[config.mk]
export PLATFORM = sky130hd
export DESIGN_NAME = adc_ctrl
export DESIGN_NICKNAME = d
export VERILOG_FILES = /design/src/rtl/adc_ctrl.v
export VERILOG_INCLUDE_DIRS = /design/src /design/src/common
export SDC_FILE = /design/constraint.sdc
export NUM_CORES = 1
export LEC_CHECK = 0
export BUFFER_PORTS_ARGS = -buffer_cell sky130_fd_sc_hd__buf_4
export CAP_MARGIN = 20
export CORE_MARGIN = 4
export CORE_UTILIZATION = 42
export DETAILED_ROUTE_END_ITERATION = 10
export GPL_ROUTABILITY_DRIVEN = 0
export PLACE_DENSITY = 0.78
export SYNTH_ARGS = -nofsm -noshare
export SYNTH_HDL_FRONTEND = slang
export SYNTH_SLANG_ARGS = --single-unit
[constraint.sdc]
create_clock -name sys_clk -period 1.5 [get_ports sys_clk]
set_input_delay 0.075 -clock sys_clk [delete_from_list [all_inputs] [get_ports sys_clk]]
set_output_delay 0.075 -clock sys_clk [all_outputs]
set_load 0.02 [all_outputs]
[src/common/adc_ctrl_regs.vh]
// register offsets, field positions and constants for the adc control block
// assumes a word-addressed avalon-mm slave, one 32-bit word per register
`ifndef ADC_CTRL_REGS_VH
`define ADC_CTRL_REGS_VH

// printed offsets are not all multiples of four: they are indices, byte address = 4 * index
`define IDX_IRQ_FLAG 8'hC4
`define IDX_IRQ_MASK 8'hC8
`define IDX_REF_GND 8'hF0
`define IDX_RES_SEL 8'hF3
`define IDX_MEAS_TYPE 8'hF4
`define IDX_IN_EN_LO 8'hF5
`define IDX_RUN_IN4 8'hF6
`define IDX_RES_N0 8'hF7
`define IDX_RES_N1 8'hF8
`define IDX_RES_N2 8'hF9
`define IDX_RES_TOP 8'hFA
`define IDX_VALIDITY 8'hFB

// field positions
`define BIT_REF_EN 0
`define BIT_TRIM_EN 1
`define BIT_MID_LO 2
`define BIT_MID_HI 3
`define BIT_IN4_EN 0
`define BIT_RUN 3
`define BIT_IRQ_MASK 2
`define BIT_POLARITY 1

`define NIB_ZERO 4'h0
`define COUNT_W 13
`define COUNT_ZERO 13'h0000
`define RES_ZERO 2'h0
`define IN_EN_ZERO 5'h00
`define PAGE_ZERO 2'h0

// bus field positions
`define BE_NIB 0
`define ADDR_IDX_HI 7
`define ADDR_IDX_LO 0
`define ADDR_PAGE_HI 9
`define ADDR_PAGE_LO 8

// register field positions
`define BIT_RES_LO 0
`define BIT_RES_HI 1
`define NIB_LO 0
`define NIB_HI 3
`define IN_LO_LO 0
`define IN_LO_HI 3
`define IN4_POS 4

// result nibble positions in the count
`define N0_LO 0
`define N0_HI 3
`define N1_LO 4
`define N1_HI 7
`define N2_LO 8
`define N2_HI 11
`define TOP_POS 12

// result read-order tracker states
`define RD_IDLE 3'h0
`define RD_N0 3'h1
`define RD_N1 3'h2
`define RD_N2 3'h3
`define RD_DONE 3'h4

// resolution counts and conversion times (ms x 10)
`define RES_COUNT_0 13'h1998
`define RES_COUNT_1 13'h0CCC
`define RES_COUNT_2 13'h0666
`define RES_COUNT_3 13'h0334
`define CONV_TIME_0 5000
`define CONV_TIME_1 2500
`define CONV_TIME_2 1250
`define CONV_TIME_3 625

`endif

[src/rtl/adc_ctrl.v]
// control and result register block for a dual-slope adc
// assumes the analog integrator reports end of reverse integration as a
// one-cycle pulse with its count and polarity, synchronous to sys_clk
// registers are reached by word index; each access takes two cycles
// side effects of a read happen at the edge that takes it
//
// The Avalon-MM interface to the registers was chosen for this implementation.
`timescale 1ns/100ps
`include "adc_ctrl_regs.vh"

module adc_ctrl #(
  parameter COUNT_W = `COUNT_W
) (
  input wire sys_clk, // system clock, 125 mhz
  input wire rst_n, // asynchronous reset, active low
  input wire [9:0] avs_address, // word address (index)
  input wire avs_read, // read request
  input wire avs_write, // write request
  input wire [31:0] avs_writedata, // write data
  input wire [3:0] avs_byteenable, // byte enables
  output reg [31:0] avs_readdata, // read data, registered
  output wire avs_waitrequest, // stall
  input wire conv_done, // end of reverse integration pulse
  input wire [COUNT_W-1:0] conv_count, // count at end of reverse integration
  input wire conv_positive, // input polarity at end of conversion
  output reg [1:0] mid_potential_sel, // mid-potential generator mode
  output reg reference_gen_enable, // reference generator on
  output reg reference_trim_enable, // reference trim on
  output reg [1:0] resolution_sel, // resolution select
  output reg [3:0] meas_type, // measurement type bits
  output reg [4:0] analog_in_enable, // analog input connects
  output reg converter_run, // converter powered
  output reg conv_restart, // restart pulse: clear counter, auto-zero
  output wire conv_irq // interrupt request
);

  // one-hot positions of the register select
  localparam SEL_IRQ_FLAG = 0;
  localparam SEL_IRQ_MASK = 1;
  localparam SEL_REF_GND = 2;
  localparam SEL_RES_SEL = 3;
  localparam SEL_MEAS_TYPE = 4;
  localparam SEL_IN_EN_LO = 5;
  localparam SEL_RUN_IN4 = 6;
  localparam SEL_RES_N0 = 7;
  localparam SEL_RES_N1 = 8;
  localparam SEL_RES_N2 = 9;
  localparam SEL_RES_TOP = 10;
  localparam SEL_VALIDITY = 11;
  localparam SEL_W = 12;

  // bus handshake state
  reg ack_r;
  // interrupt and status state
  wire conversion_done_flag_r;
  reg conversion_irq_mask_r;
  wire read_invalid_status_r;
  // result latch
  reg input_polarity_r;
  reg [COUNT_W-1:0] count_result_r;
  // ordered read tracker
  reg [2:0] rd_state_r;
  reg [2:0] rd_state_nxt;
  // read mux output and register select
  reg [3:0] rd_nib;
  reg [SEL_W-1:0] reg_sel;

  // access decode: a request is taken once, in its first cycle
  wire req = (avs_read | avs_write) & ~ack_r;
  wire wr = avs_write & req & avs_byteenable[`BE_NIB];
  wire rd = avs_read & req;
  wire [7:0] idx = avs_address[`ADDR_IDX_HI:`ADDR_IDX_LO];
  wire hit_hi = (avs_address[`ADDR_PAGE_HI:`ADDR_PAGE_LO] == `PAGE_ZERO);

  // register select: one hot, empty outside the mapped page
  always @* begin
    reg_sel = {SEL_W{1'b0}};
    if (hit_hi) begin
      case (idx)
        `IDX_IRQ_FLAG: reg_sel[SEL_IRQ_FLAG] = 1'b1;
        `IDX_IRQ_MASK: reg_sel[SEL_IRQ_MASK] = 1'b1;
        `IDX_REF_GND: reg_sel[SEL_REF_GND] = 1'b1;
        `IDX_RES_SEL: reg_sel[SEL_RES_SEL] = 1'b1;
        `IDX_MEAS_TYPE: reg_sel[SEL_MEAS_TYPE] = 1'b1;
        `IDX_IN_EN_LO: reg_sel[SEL_IN_EN_LO] = 1'b1;
        `IDX_RUN_IN4: reg_sel[SEL_RUN_IN4] = 1'b1;
        `IDX_RES_N0: reg_sel[SEL_RES_N0] = 1'b1;
        `IDX_RES_N1: reg_sel[SEL_RES_N1] = 1'b1;
        `IDX_RES_N2: reg_sel[SEL_RES_N2] = 1'b1;
        `IDX_RES_TOP: reg_sel[SEL_RES_TOP] = 1'b1;
        `IDX_VALIDITY: reg_sel[SEL_VALIDITY] = 1'b1;
        default: reg_sel = {SEL_W{1'b0}};
      endcase
    end
  end

  // write strobes for the converter controls
  wire wr_ref_gnd = wr & reg_sel[SEL_REF_GND]; // references and ground
  wire wr_res_sel = wr & reg_sel[SEL_RES_SEL]; // resolution
  wire wr_meas_type = wr & reg_sel[SEL_MEAS_TYPE]; // measurement type
  wire wr_in_en_lo = wr & reg_sel[SEL_IN_EN_LO]; // inputs 0 to 3

  // write strobes for run and mask
  wire wr_run_in4 = wr & reg_sel[SEL_RUN_IN4]; // run and input 4
  wire wr_irq_mask = wr & reg_sel[SEL_IRQ_MASK]; // interrupt mask

  // reads that clear a status bit
  wire rd_irq_flag = rd & reg_sel[SEL_IRQ_FLAG]; // clears the flag
  wire rd_validity = rd & reg_sel[SEL_VALIDITY]; // clears validity

  // reads that walk the result in order
  wire rd_res_n0 = rd & reg_sel[SEL_RES_N0]; // opens a read sequence
  wire rd_res_n1 = rd & reg_sel[SEL_RES_N1]; // second nibble
  wire rd_res_n2 = rd & reg_sel[SEL_RES_N2]; // third nibble
  wire rd_res_top = rd & reg_sel[SEL_RES_TOP]; // top bit and polarity

  // a stopped converter cannot finish, so its pulses are ignored
  wire latch_now = conv_done & converter_run;

  // readback of every register; unused bits read as zero
  // flag readback
  wire [3:0] rb_irq_flag = {3'h0, conversion_done_flag_r};
  wire [3:0] rb_irq_mask = {1'b0, conversion_irq_mask_r, 2'h0};
  wire [3:0] rb_ref_gnd = {mid_potential_sel, reference_trim_enable, reference_gen_enable};
  wire [3:0] rb_res_sel = {2'h0, resolution_sel};
  wire [3:0] rb_meas_type = meas_type;
  wire [3:0] rb_in_en_lo = analog_in_enable[`IN_LO_HI:`IN_LO_LO];
  wire [3:0] rb_run_in4 = {converter_run, 2'h0, analog_in_enable[`IN4_POS]};
  wire [3:0] rb_res_n0 = count_result_r[`N0_HI:`N0_LO];
  wire [3:0] rb_res_n1 = count_result_r[`N1_HI:`N1_LO];
  wire [3:0] rb_res_n2 = count_result_r[`N2_HI:`N2_LO];
  wire [3:0] rb_res_top = {2'h0, input_polarity_r, count_result_r[`TOP_POS]};
  wire [3:0] rb_validity = {3'h0, read_invalid_status_r};

  // one wait cycle per access so read data comes from a flop
  assign avs_waitrequest = (avs_read | avs_write) & ~ack_r;

  // ack marks the second cycle of an access
  always @(posedge sys_clk or negedge rst_n) begin
    if (!rst_n) begin
      ack_r <= 1'b0;
    end else begin
      ack_r <= req;
    end
  end

  // reference and mid-potential controls
  // reset clears all
  always @(posedge sys_clk or negedge rst_n) begin
    if (!rst_n) begin
      mid_potential_sel <= `RES_ZERO;
      reference_gen_enable <= 1'b0;
      reference_trim_enable <= 1'b0;
    end else if (wr_ref_gnd) begin
      mid_potential_sel <= avs_writedata[`BIT_MID_HI:`BIT_MID_LO];
      reference_gen_enable <= avs_writedata[`BIT_REF_EN];
      reference_trim_enable <= avs_writedata[`BIT_TRIM_EN];
    end
  end

  // resolution code only; span and time belong to the analog sequencer
  // resolution select
  always @(posedge sys_clk or negedge rst_n) begin
    if (!rst_n) begin
      resolution_sel <= `RES_ZERO;
    end else if (wr_res_sel) begin
      resolution_sel <= avs_writedata[`BIT_RES_HI:`BIT_RES_LO];
    end
  end

  // type bits pass through as written; legality is up to software
  // type bits
  always @(posedge sys_clk or negedge rst_n) begin
    if (!rst_n) begin
      meas_type <= `NIB_ZERO;
    end else if (wr_meas_type) begin
      meas_type <= avs_writedata[`NIB_HI:`NIB_LO];
    end
  end

  // analog input connects, split over two registers
  always @(posedge sys_clk or negedge rst_n) begin
    if (!rst_n) begin
      analog_in_enable <= `IN_EN_ZERO;
    end else begin
      if (wr_in_en_lo) begin
        analog_in_enable[`IN_LO_HI:`IN_LO_LO] <= avs_writedata[`IN_LO_HI:`IN_LO_LO];
      end
      if (wr_run_in4) begin
        analog_in_enable[`IN4_POS] <= avs_writedata[`BIT_IN4_EN];
      end
    end
  end

  // converter power and restart pulse
  always @(posedge sys_clk or negedge rst_n) begin
    if (!rst_n) begin
      converter_run <= 1'b0;
      conv_restart <= 1'b0;
    end else begin
      // restart lasts one cycle unless written again
      conv_restart <= 1'b0;
      if (wr_run_in4) begin
        converter_run <= avs_writedata[`BIT_RUN];
        // restart from auto-zero on every write of 1
        conv_restart <= avs_writedata[`BIT_RUN];
      end
    end
  end

  // mask for the converter interrupt; other mask bits live elsewhere
  // mask bit
  always @(posedge sys_clk or negedge rst_n) begin
    if (!rst_n) begin
      conversion_irq_mask_r <= 1'b0;
    end else if (wr_irq_mask) begin
      conversion_irq_mask_r <= avs_writedata[`BIT_IRQ_MASK];
    end
  end

  // result latch, taken only while running; a stopped converter cannot finish
  // latch count
  always @(posedge sys_clk or negedge rst_n) begin
    if (!rst_n) begin
      count_result_r <= `COUNT_ZERO;
      input_polarity_r <= 1'b0;
    end else if (latch_now) begin
      count_result_r <= conv_count;
      input_polarity_r <= conv_positive;
    end
  end

  // ordered read tracker: each nibble in turn advances, one out of order restarts
  // progress of the ordered read
  always @* begin
    rd_state_nxt = rd_state_r;
    if (rd_res_n0) begin
      rd_state_nxt = `RD_N0;
    end else if (rd_res_n1) begin
      rd_state_nxt = (rd_state_r == `RD_N0) ? `RD_N1 : `RD_IDLE;
    end else if (rd_res_n2) begin
      rd_state_nxt = (rd_state_r == `RD_N1) ? `RD_N2 : `RD_IDLE;
    end else if (rd_res_top) begin
      rd_state_nxt = (rd_state_r == `RD_N2) ? `RD_DONE : `RD_IDLE;
    end
    // a fresh latch starts a new read sequence
    if (latch_now) begin
      rd_state_nxt = `RD_IDLE;
    end
  end

  // tracker state
  always @(posedge sys_clk or negedge rst_n) begin
    if (!rst_n) begin
      rd_state_r <= `RD_IDLE;
    end else begin
      rd_state_r <= rd_state_nxt;
    end
  end

  // a read sequence is open from the first nibble until the top nibble
  wire seq_open = (rd_state_r != `RD_IDLE) & (rd_state_r != `RD_DONE);

  // validity: hardware set wins over the clearing read
  // invalid on mid-sequence rewrite
  sticky_flag i_validity (
    .sys_clk(sys_clk), // system clock
    .rst_n(rst_n), // reset
    .set(latch_now & seq_open), // rewrite mid-sequence
    .clear(rd_validity), // clearing read
    .flag_r(read_invalid_status_r) // invalid data mark
  );

  // interrupt flag: set at every end whatever the mask
  // set always, clear on read
  sticky_flag i_done_flag (
    .sys_clk(sys_clk), // system clock
    .rst_n(rst_n), // reset
    .set(latch_now), // end of reverse integration
    .clear(rd_irq_flag), // clearing read
    .flag_r(conversion_done_flag_r) // interrupt flag
  );

  assign conv_irq = conversion_done_flag_r & conversion_irq_mask_r;

  // read mux, zero outside the mapped page
  always @* begin
    rd_nib = `NIB_ZERO;
    case (idx)
      // interrupt registers
      `IDX_IRQ_FLAG: rd_nib = rb_irq_flag;
      `IDX_IRQ_MASK: rd_nib = rb_irq_mask;
      // converter controls
      `IDX_REF_GND: rd_nib = rb_ref_gnd;
      `IDX_RES_SEL: rd_nib = rb_res_sel;
      `IDX_MEAS_TYPE: rd_nib = rb_meas_type;
      `IDX_IN_EN_LO: rd_nib = rb_in_en_lo;
      `IDX_RUN_IN4: rd_nib = rb_run_in4;
      // result and status
      `IDX_RES_N0: rd_nib = rb_res_n0;
      `IDX_RES_N1: rd_nib = rb_res_n1;
      `IDX_RES_N2: rd_nib = rb_res_n2;
      `IDX_RES_TOP: rd_nib = rb_res_top;
      `IDX_VALIDITY: rd_nib = rb_validity;
      default: rd_nib = `NIB_ZERO;
    endcase
    if (!hit_hi) begin
      rd_nib = `NIB_ZERO;
    end
  end

  // read data held until the next read, so a slow master still sees it
  always @(posedge sys_clk or negedge rst_n) begin
    if (!rst_n) begin
      avs_readdata <= 32'h00000000;
    end else if (rd) begin
      avs_readdata <= {28'h0000000, rd_nib};
    end
  end

endmodule

// one status bit that hardware sets and a read clears
// a set in the same cycle as the clearing read wins, so no event is lost
// used for the interrupt flag and for the validity bit
module sticky_flag (
  input wire sys_clk, // system clock
  input wire rst_n, // asynchronous reset, active low
  input wire set, // hardware event
  input wire clear, // clearing read taken this cycle
  output reg flag_r // flag state
);

  // set has priority over clear
  always @(posedge sys_clk or negedge rst_n) begin
    if (!rst_n) begin
      flag_r <= 1'b0;
    end else if (set) begin
      flag_r <= 1'b1;
    end else if (clear) begin
      flag_r <= 1'b0;
    end
  end

endmodule

### Yosys cells after proc, flatten, opt, wreduce, memory -nomap -nowiden

Cells that the tools add are included.

* register bits: 42
* bits in latches: 0
* bits in writable memories: 0
* memory bits (read-only): 0
* input port bits: 65
* output and inout bits: 51
* word-level logic and storage cells: 88
* memories kept: 0

* add/sub/neg operators: 0
* $mul: 0
* div/mod/pow operators: 0
* magnitude comparators: 0
* equal/unequal tests: 16
* shift operators: 0
* muxes and demuxes: 28
* bitwise logic cells: 22
* reductions and logical operators: 5

Operator list (count)
* $eq 8x8->1 const B: 12
* $pmux 4 s12: 1
* $and 1x1->1: 20
* $mux 3: 6
* $mux 1: 17
* $mux 12: 1
* $eq 3x2->1 const B: 2
* $reduce_bool 5->1: 1
* $mux 2: 2
* $mux 4: 1
* $reduce_bool 2->1: 2
* $eq 3x1->1 const B: 1
* $ne 3x3->1 const B: 1
* $reduce_bool 3->1: 1
* $logic_not 2->1: 1
* $not 1->1: 1
* $or 1x1->1: 1

### Longest topological paths before layout

* word-level depth: 9
* mapped depth: 7
* gate-level depth less buffers: 5

### Hierarchy

Synthesis repeated with hierarchy kept, for this count alone.

* cells, all modules: 222
* area, all modules: 2382.3 um^2

By module, submodules not included
* adc_ctrl: times used 1, cells an instance 216, area an instance 2309.7 um^2, sequential area each 1001.0 um^2
* sticky_flag: times used 2, cells an instance 3, area an instance 36.3 um^2, sequential area each 25.0 um^2

### Worst setup path after synthesis

Ideal clock, no wire load.

* kind: reg2reg
* start: register ack_r
* end: register analog_in_enable[0]
* setup time: 0.125 ns
* arrival time: 1.546 ns
* required time: 1.375 ns
* setup slack: -0.171 ns
* stages on the path, launching flop included: 5
* period minus slack after synthesis: 1.671 ns
* cell sequence: dfrtp_1 -> nor4_2 -> nand2_2 -> nor3b_4 -> mux2_2

* longest elaborated chain between the ends: 5

Ends and longest elaborated chain
* start: declaration: line adc_ctrl.v:53 `reg ack_r;`
* start signal: assignment: line adc_ctrl.v:143 `ack_r <= req;`
* $not 1->1: line adc_ctrl.v:69 `wire req = (avs_read | avs_write) & ~ack_r;`
* $and 1x1->1: line adc_ctrl.v:69
* $and 1x1->1 (2 in a row): line adc_ctrl.v:70 `` wire wr = avs_write & req & avs_byteenable[`BE_NIB]; ``
* $and 1x1->1: line adc_ctrl.v:101 `wire wr_in_en_lo = wr & reg_sel[SEL_IN_EN_LO];`
* end signal: assignment: line adc_ctrl.v:184 `` analog_in_enable <= `IN_EN_ZERO; ``
* end signal: indexed assignment: line adc_ctrl.v:187 `` analog_in_enable[`IN_LO_HI:`IN_LO_LO] <= avs_writedata[`IN_LO_HI:`IN_LO_LO]; ``
* end signal: indexed assignment: line adc_ctrl.v:190 `` analog_in_enable[`IN4_POS] <= avs_writedata[`BIT_IN4_EN]; ``
* end: declaration: line adc_ctrl.v:31 `output reg [4:0] analog_in_enable,`

Every way passes these cells.
A chain may end at the register's enable or synchronous reset.

### Worst setup path in the final report

* start: register ack_r
* end: register analog_in_enable[2]

Same word-level chain as after synthesis.

==> reports/results.tsv <==
stage	metric	value	unit
power	Seq pwr share	0.510	
floorplan	full die area	0.00709	mm²
clocking	CTS max path bufs	2	
floorplan	core region area	0.00557	mm²
yosys	Synth Area in Compound Gates	0.107	
global_route	initial antenna violation count	0	
cells_and_area	fillers	478	
clocking	clock buffers created by TritonCTS	5	
min_path	Hold Path Class	input pin to flip-flop	
yosys	syn_area_per_cell	10.7	µm²
power	P_leak	1.57	nW
worst_setup_path	CP delay by family, top	simple AND/OR/NAND/NOR gates	
worst_setup_path	Critical Path Max Stage Delay	430	ps
yosys	Netlist Area Pre-Place	0.00244	mm²
power	Worst VDD drop	0.478	mV
timing	highest clock rate	578	MHz
cells_and_area	leading cell type in the layout, fill and taps excluded	buf_4	
cells_and_area	Layout area overhead	32.7	%
yosys	largest family of logic cells by synthesized area	simple AND/OR/NAND/NOR gates	
floorplan	IO Pins	116	
timing	final hold slack	15.0	ps
worst_setup_path	critical path startpoint category	flip-flop	
floorplan	initial cell density of the core	0.438	
global_route	first-pass GRT wire length	10200	µm
power	PD cells	708	mW/mm²
yosys	number of synthesized register bits	42	
power	clock share of power	0.331	
timing	Slew HR	0.625	
clocking	Max H-tree Level	2	
routing	Starting DRT DRC Count	97	
power	Switching Share	0.269	
cells_and_area	register area	0.00105	mm²
placed_design	Place WS	-229	ps
timing	Finish-stage setup viols	19	
cells_and_area	Final #Nets	378	
clocking	clock transition at the registers of the reported paths	80	ps
outcome	violated checks	setup timing	
cells_and_area	layout cell share with drive strength beyond 1	0.455	
cells_and_area	area of the multi-input gates	0.00127	mm²
outcome	run status	finished, violations left	
power	combinational power share	0.159	
power	internal power	0.00168	W
yosys	Cells after Synth	227	
yosys	Seq/Total Area, Yosys	0.431	
timing	Pins Over Slew Limit	0	
worst_setup_path	Worst EP arrival	1910	ps
worst_setup_path	critical path fanouts, max	4	
clocking	CTS tree	built	
placed_design	port bufs	56	
power	sw power	0.000617	W
yosys	number of synthesized flops with an enable pin	0	
yosys	Post-synth ARST share	1.00	
global_route	largest net degree at the start of global routing	43	
routing	final WL	6260	µm
floorplan	Die Height	84.2	µm
flow_run	max-cap viol count	0	
timing	RSZ-0062 raised after global routing	true	
worst_setup_path	worst-path cell chain	nor4_4, nand2_2, nor3b_4, mux2_2	
routing	DRC Markers	0	
yosys	post-synthesis adder-cell area fraction	0	
timing	fin crit period	1730	ps
timing	final period utilization	1.15	
yosys	Post-Synth XOR/XNOR Area	0.00359	
cells_and_area	# diodes	0	
worst_setup_path	CP endpoint kind	flip-flop	
worst_setup_path	CP max-delay cell	dfrtp_2	
placed_design	post-DP HPWL	4690	µm
clocking	worst-skew pair later-pin latency	300	ps
clocking	CTS root buf	clkbuf_8	
yosys	Simple-Gate Fraction of Synth Area	0.174	
routing	Routed Antenna Nets	0	
floorplan	row count	27	
routing	DR WL/cell	16.2	µm
timing	Hold Fails Final Rpt	0	
yosys	Ys Warns	0	
worst_setup_path	critical path class	flip-flop to flip-flop	
routing	average vias per placed instance	5.22	
routing	DR vias	2016	
timing	worst slew pin tran	561	ps
worst_setup_path	Worst EP required	1680	ps
yosys	Post-synth top flop	dfrtp_1	
global_route	GRT Total Usage	0.180	
timing	Clock Skew	5.45	ps
global_route	Overflow after GRT	0	
yosys	post-synthesis cell type count	49	
clocking	clock sink total	42	
cells_and_area	most frequent cells in the layout	buf_4, dfrtp_1, mux2_2, conb_1, nand2_1	
routing	Pre-antenna DRT Iters	4	
yosys	mux share of post-synthesis cell area	0.170	
global_route	vias in the first global route	2074	
floorplan	width of the die	84.2	µm
timing	PnR worst setup slack	-230	ps
worst_setup_path	Buf/Inv on CP	0	
## final cells by class
type                    count  share of cell area
multi-input cells         169               0.392
flip-flops and latches     42               0.325
repair buffers             92               0.223
well taps                  72              0.0278
clock buffers               6              0.0255
clock inverters             2             0.00386
inverters                   3             0.00348
## per-layer routing
layer	track usage	share of wire
met5	0	0
met2	0.292	0.47
met1	0.233	0.43
met3	0.0481	0.085
met4	0.0614	0.016
## state kept, by name (all words and copies together) (netlist names)
signal,flops
avs_readdata,4
i_done_flag.flag_r,1
meas_type,4
reference_gen_enable,1
mid_potential_sel,2
count_result_r,13
analog_in_enable,5
i_validity.flag_r,1
ack_r,1
reference_trim_enable,1
resolution_sel,2
rd_state_r,3
converter_run,1
conversion_irq_mask_r,1
conv_restart,1
input_polarity_r,1
## worst paths after layout
path | startpoint | cells after the start | endpoint | slack, ps
setup / recovery | ack_r$_DFF_PN0_ | 4 | analog_in_enable[2]$_DFFE_PN0P_ | -230
hold / removal | conv_count[7] | 2 | count_result_r[7]$_DFFE_PN0P_ | 10
setup reg to reg | ack_r$_DFF_PN0_ | 4 | analog_in_enable[2]$_DFFE_PN0P_ | -230
hold reg to reg | avs_readdata[0]$_DFFE_PN0P_ | 2 | avs_readdata[0]$_DFFE_PN0P_ | 490
max in group asynchronous | rst_n | 2 | ack_r$_DFF_PN0_ | 820
min in group asynchronous | rst_n | 2 | count_result_r[12]$_DFFE_PN0P_ | 290
## synth_stat cells (2+ instances only)
cell type	number	share of area
a32oi_1	2	0.0072
buf_4	28	0.086
nand3_1	13	0.027
a22oi_1	3	0.0092
buf_2	9	0.018
nand2_1	16	0.025
nor2_1	6	0.0092
a211oi_1	4	0.012
o211ai_1	2	0.0062
clkbuf_1	2	0.0031
mux2_2	33	0.15
nor3b_2	2	0.010
nor2b_1	2	0.0051
dfrtp_1	42	0.43
nand2b_1	3	0.0077
nand4_1	3	0.0077
inv_1	3	0.0046
and2_1	5	0.013
a21o_1	2	0.0062
o21ai_0	11	0.023
mux2i_1	2	0.0082
a21oi_1	7	0.014
## worst register-to-register path: stages, from the launching register on
cell,delay (ps)
dfrtp_2,430
nor4_4,310
nand2_2,190
nor3b_4,320
mux2_2,380
## power groups by stage
stage,Combinational (W),Clock (W),Sequential (W)
final,0.000364,0.000759,0.00117
after global routing,0.000395,0.000833,0.00117
after CTS,0.000358,0.000791,0.00117
after detailed placement,0.000324,0,0.00119
after global placement,0.000318,0,0.00119
after floorplan,0.000221,0,0.00119
## per-stage QoR
step	std cells	utilization	area (µm²)	setup TNS, ps	power (W)
2_1_floorplan	254	-	2560	-579	0.00141
3_3_place_gp	362	0.530	2960	-1290	0.00151
3_5_place_dp	362	0.530	2960	-2510	0.00152
4_1_cts	383	0.571	3180	-2500	0.00232
5_1_grt	386	0.581	3240	-3840	0.00240
6_report	386	0.581	3240	-2680	0.00229
## cells by family (layout without fill, tap and decap cells)
logic type,Yosys count,in the layout
AOI/OAI and AO/OA,39,39
muxes,36,36
and+or+nand+nor,65,65
xor gates and xnor gates,1,1
DFF,42,42
other,1,28
buffers and inverters,43,103
## repair_timing
item	4_1_cts	5_1_grt
gates resized for setup	7	8
endpoints found under the hold margin	50	0
endpoints found under the setup margin	21	24
hold buffers	9	0
setup buffers	5	4
pin swaps	5	2
(Power assumes the default switching activity.)
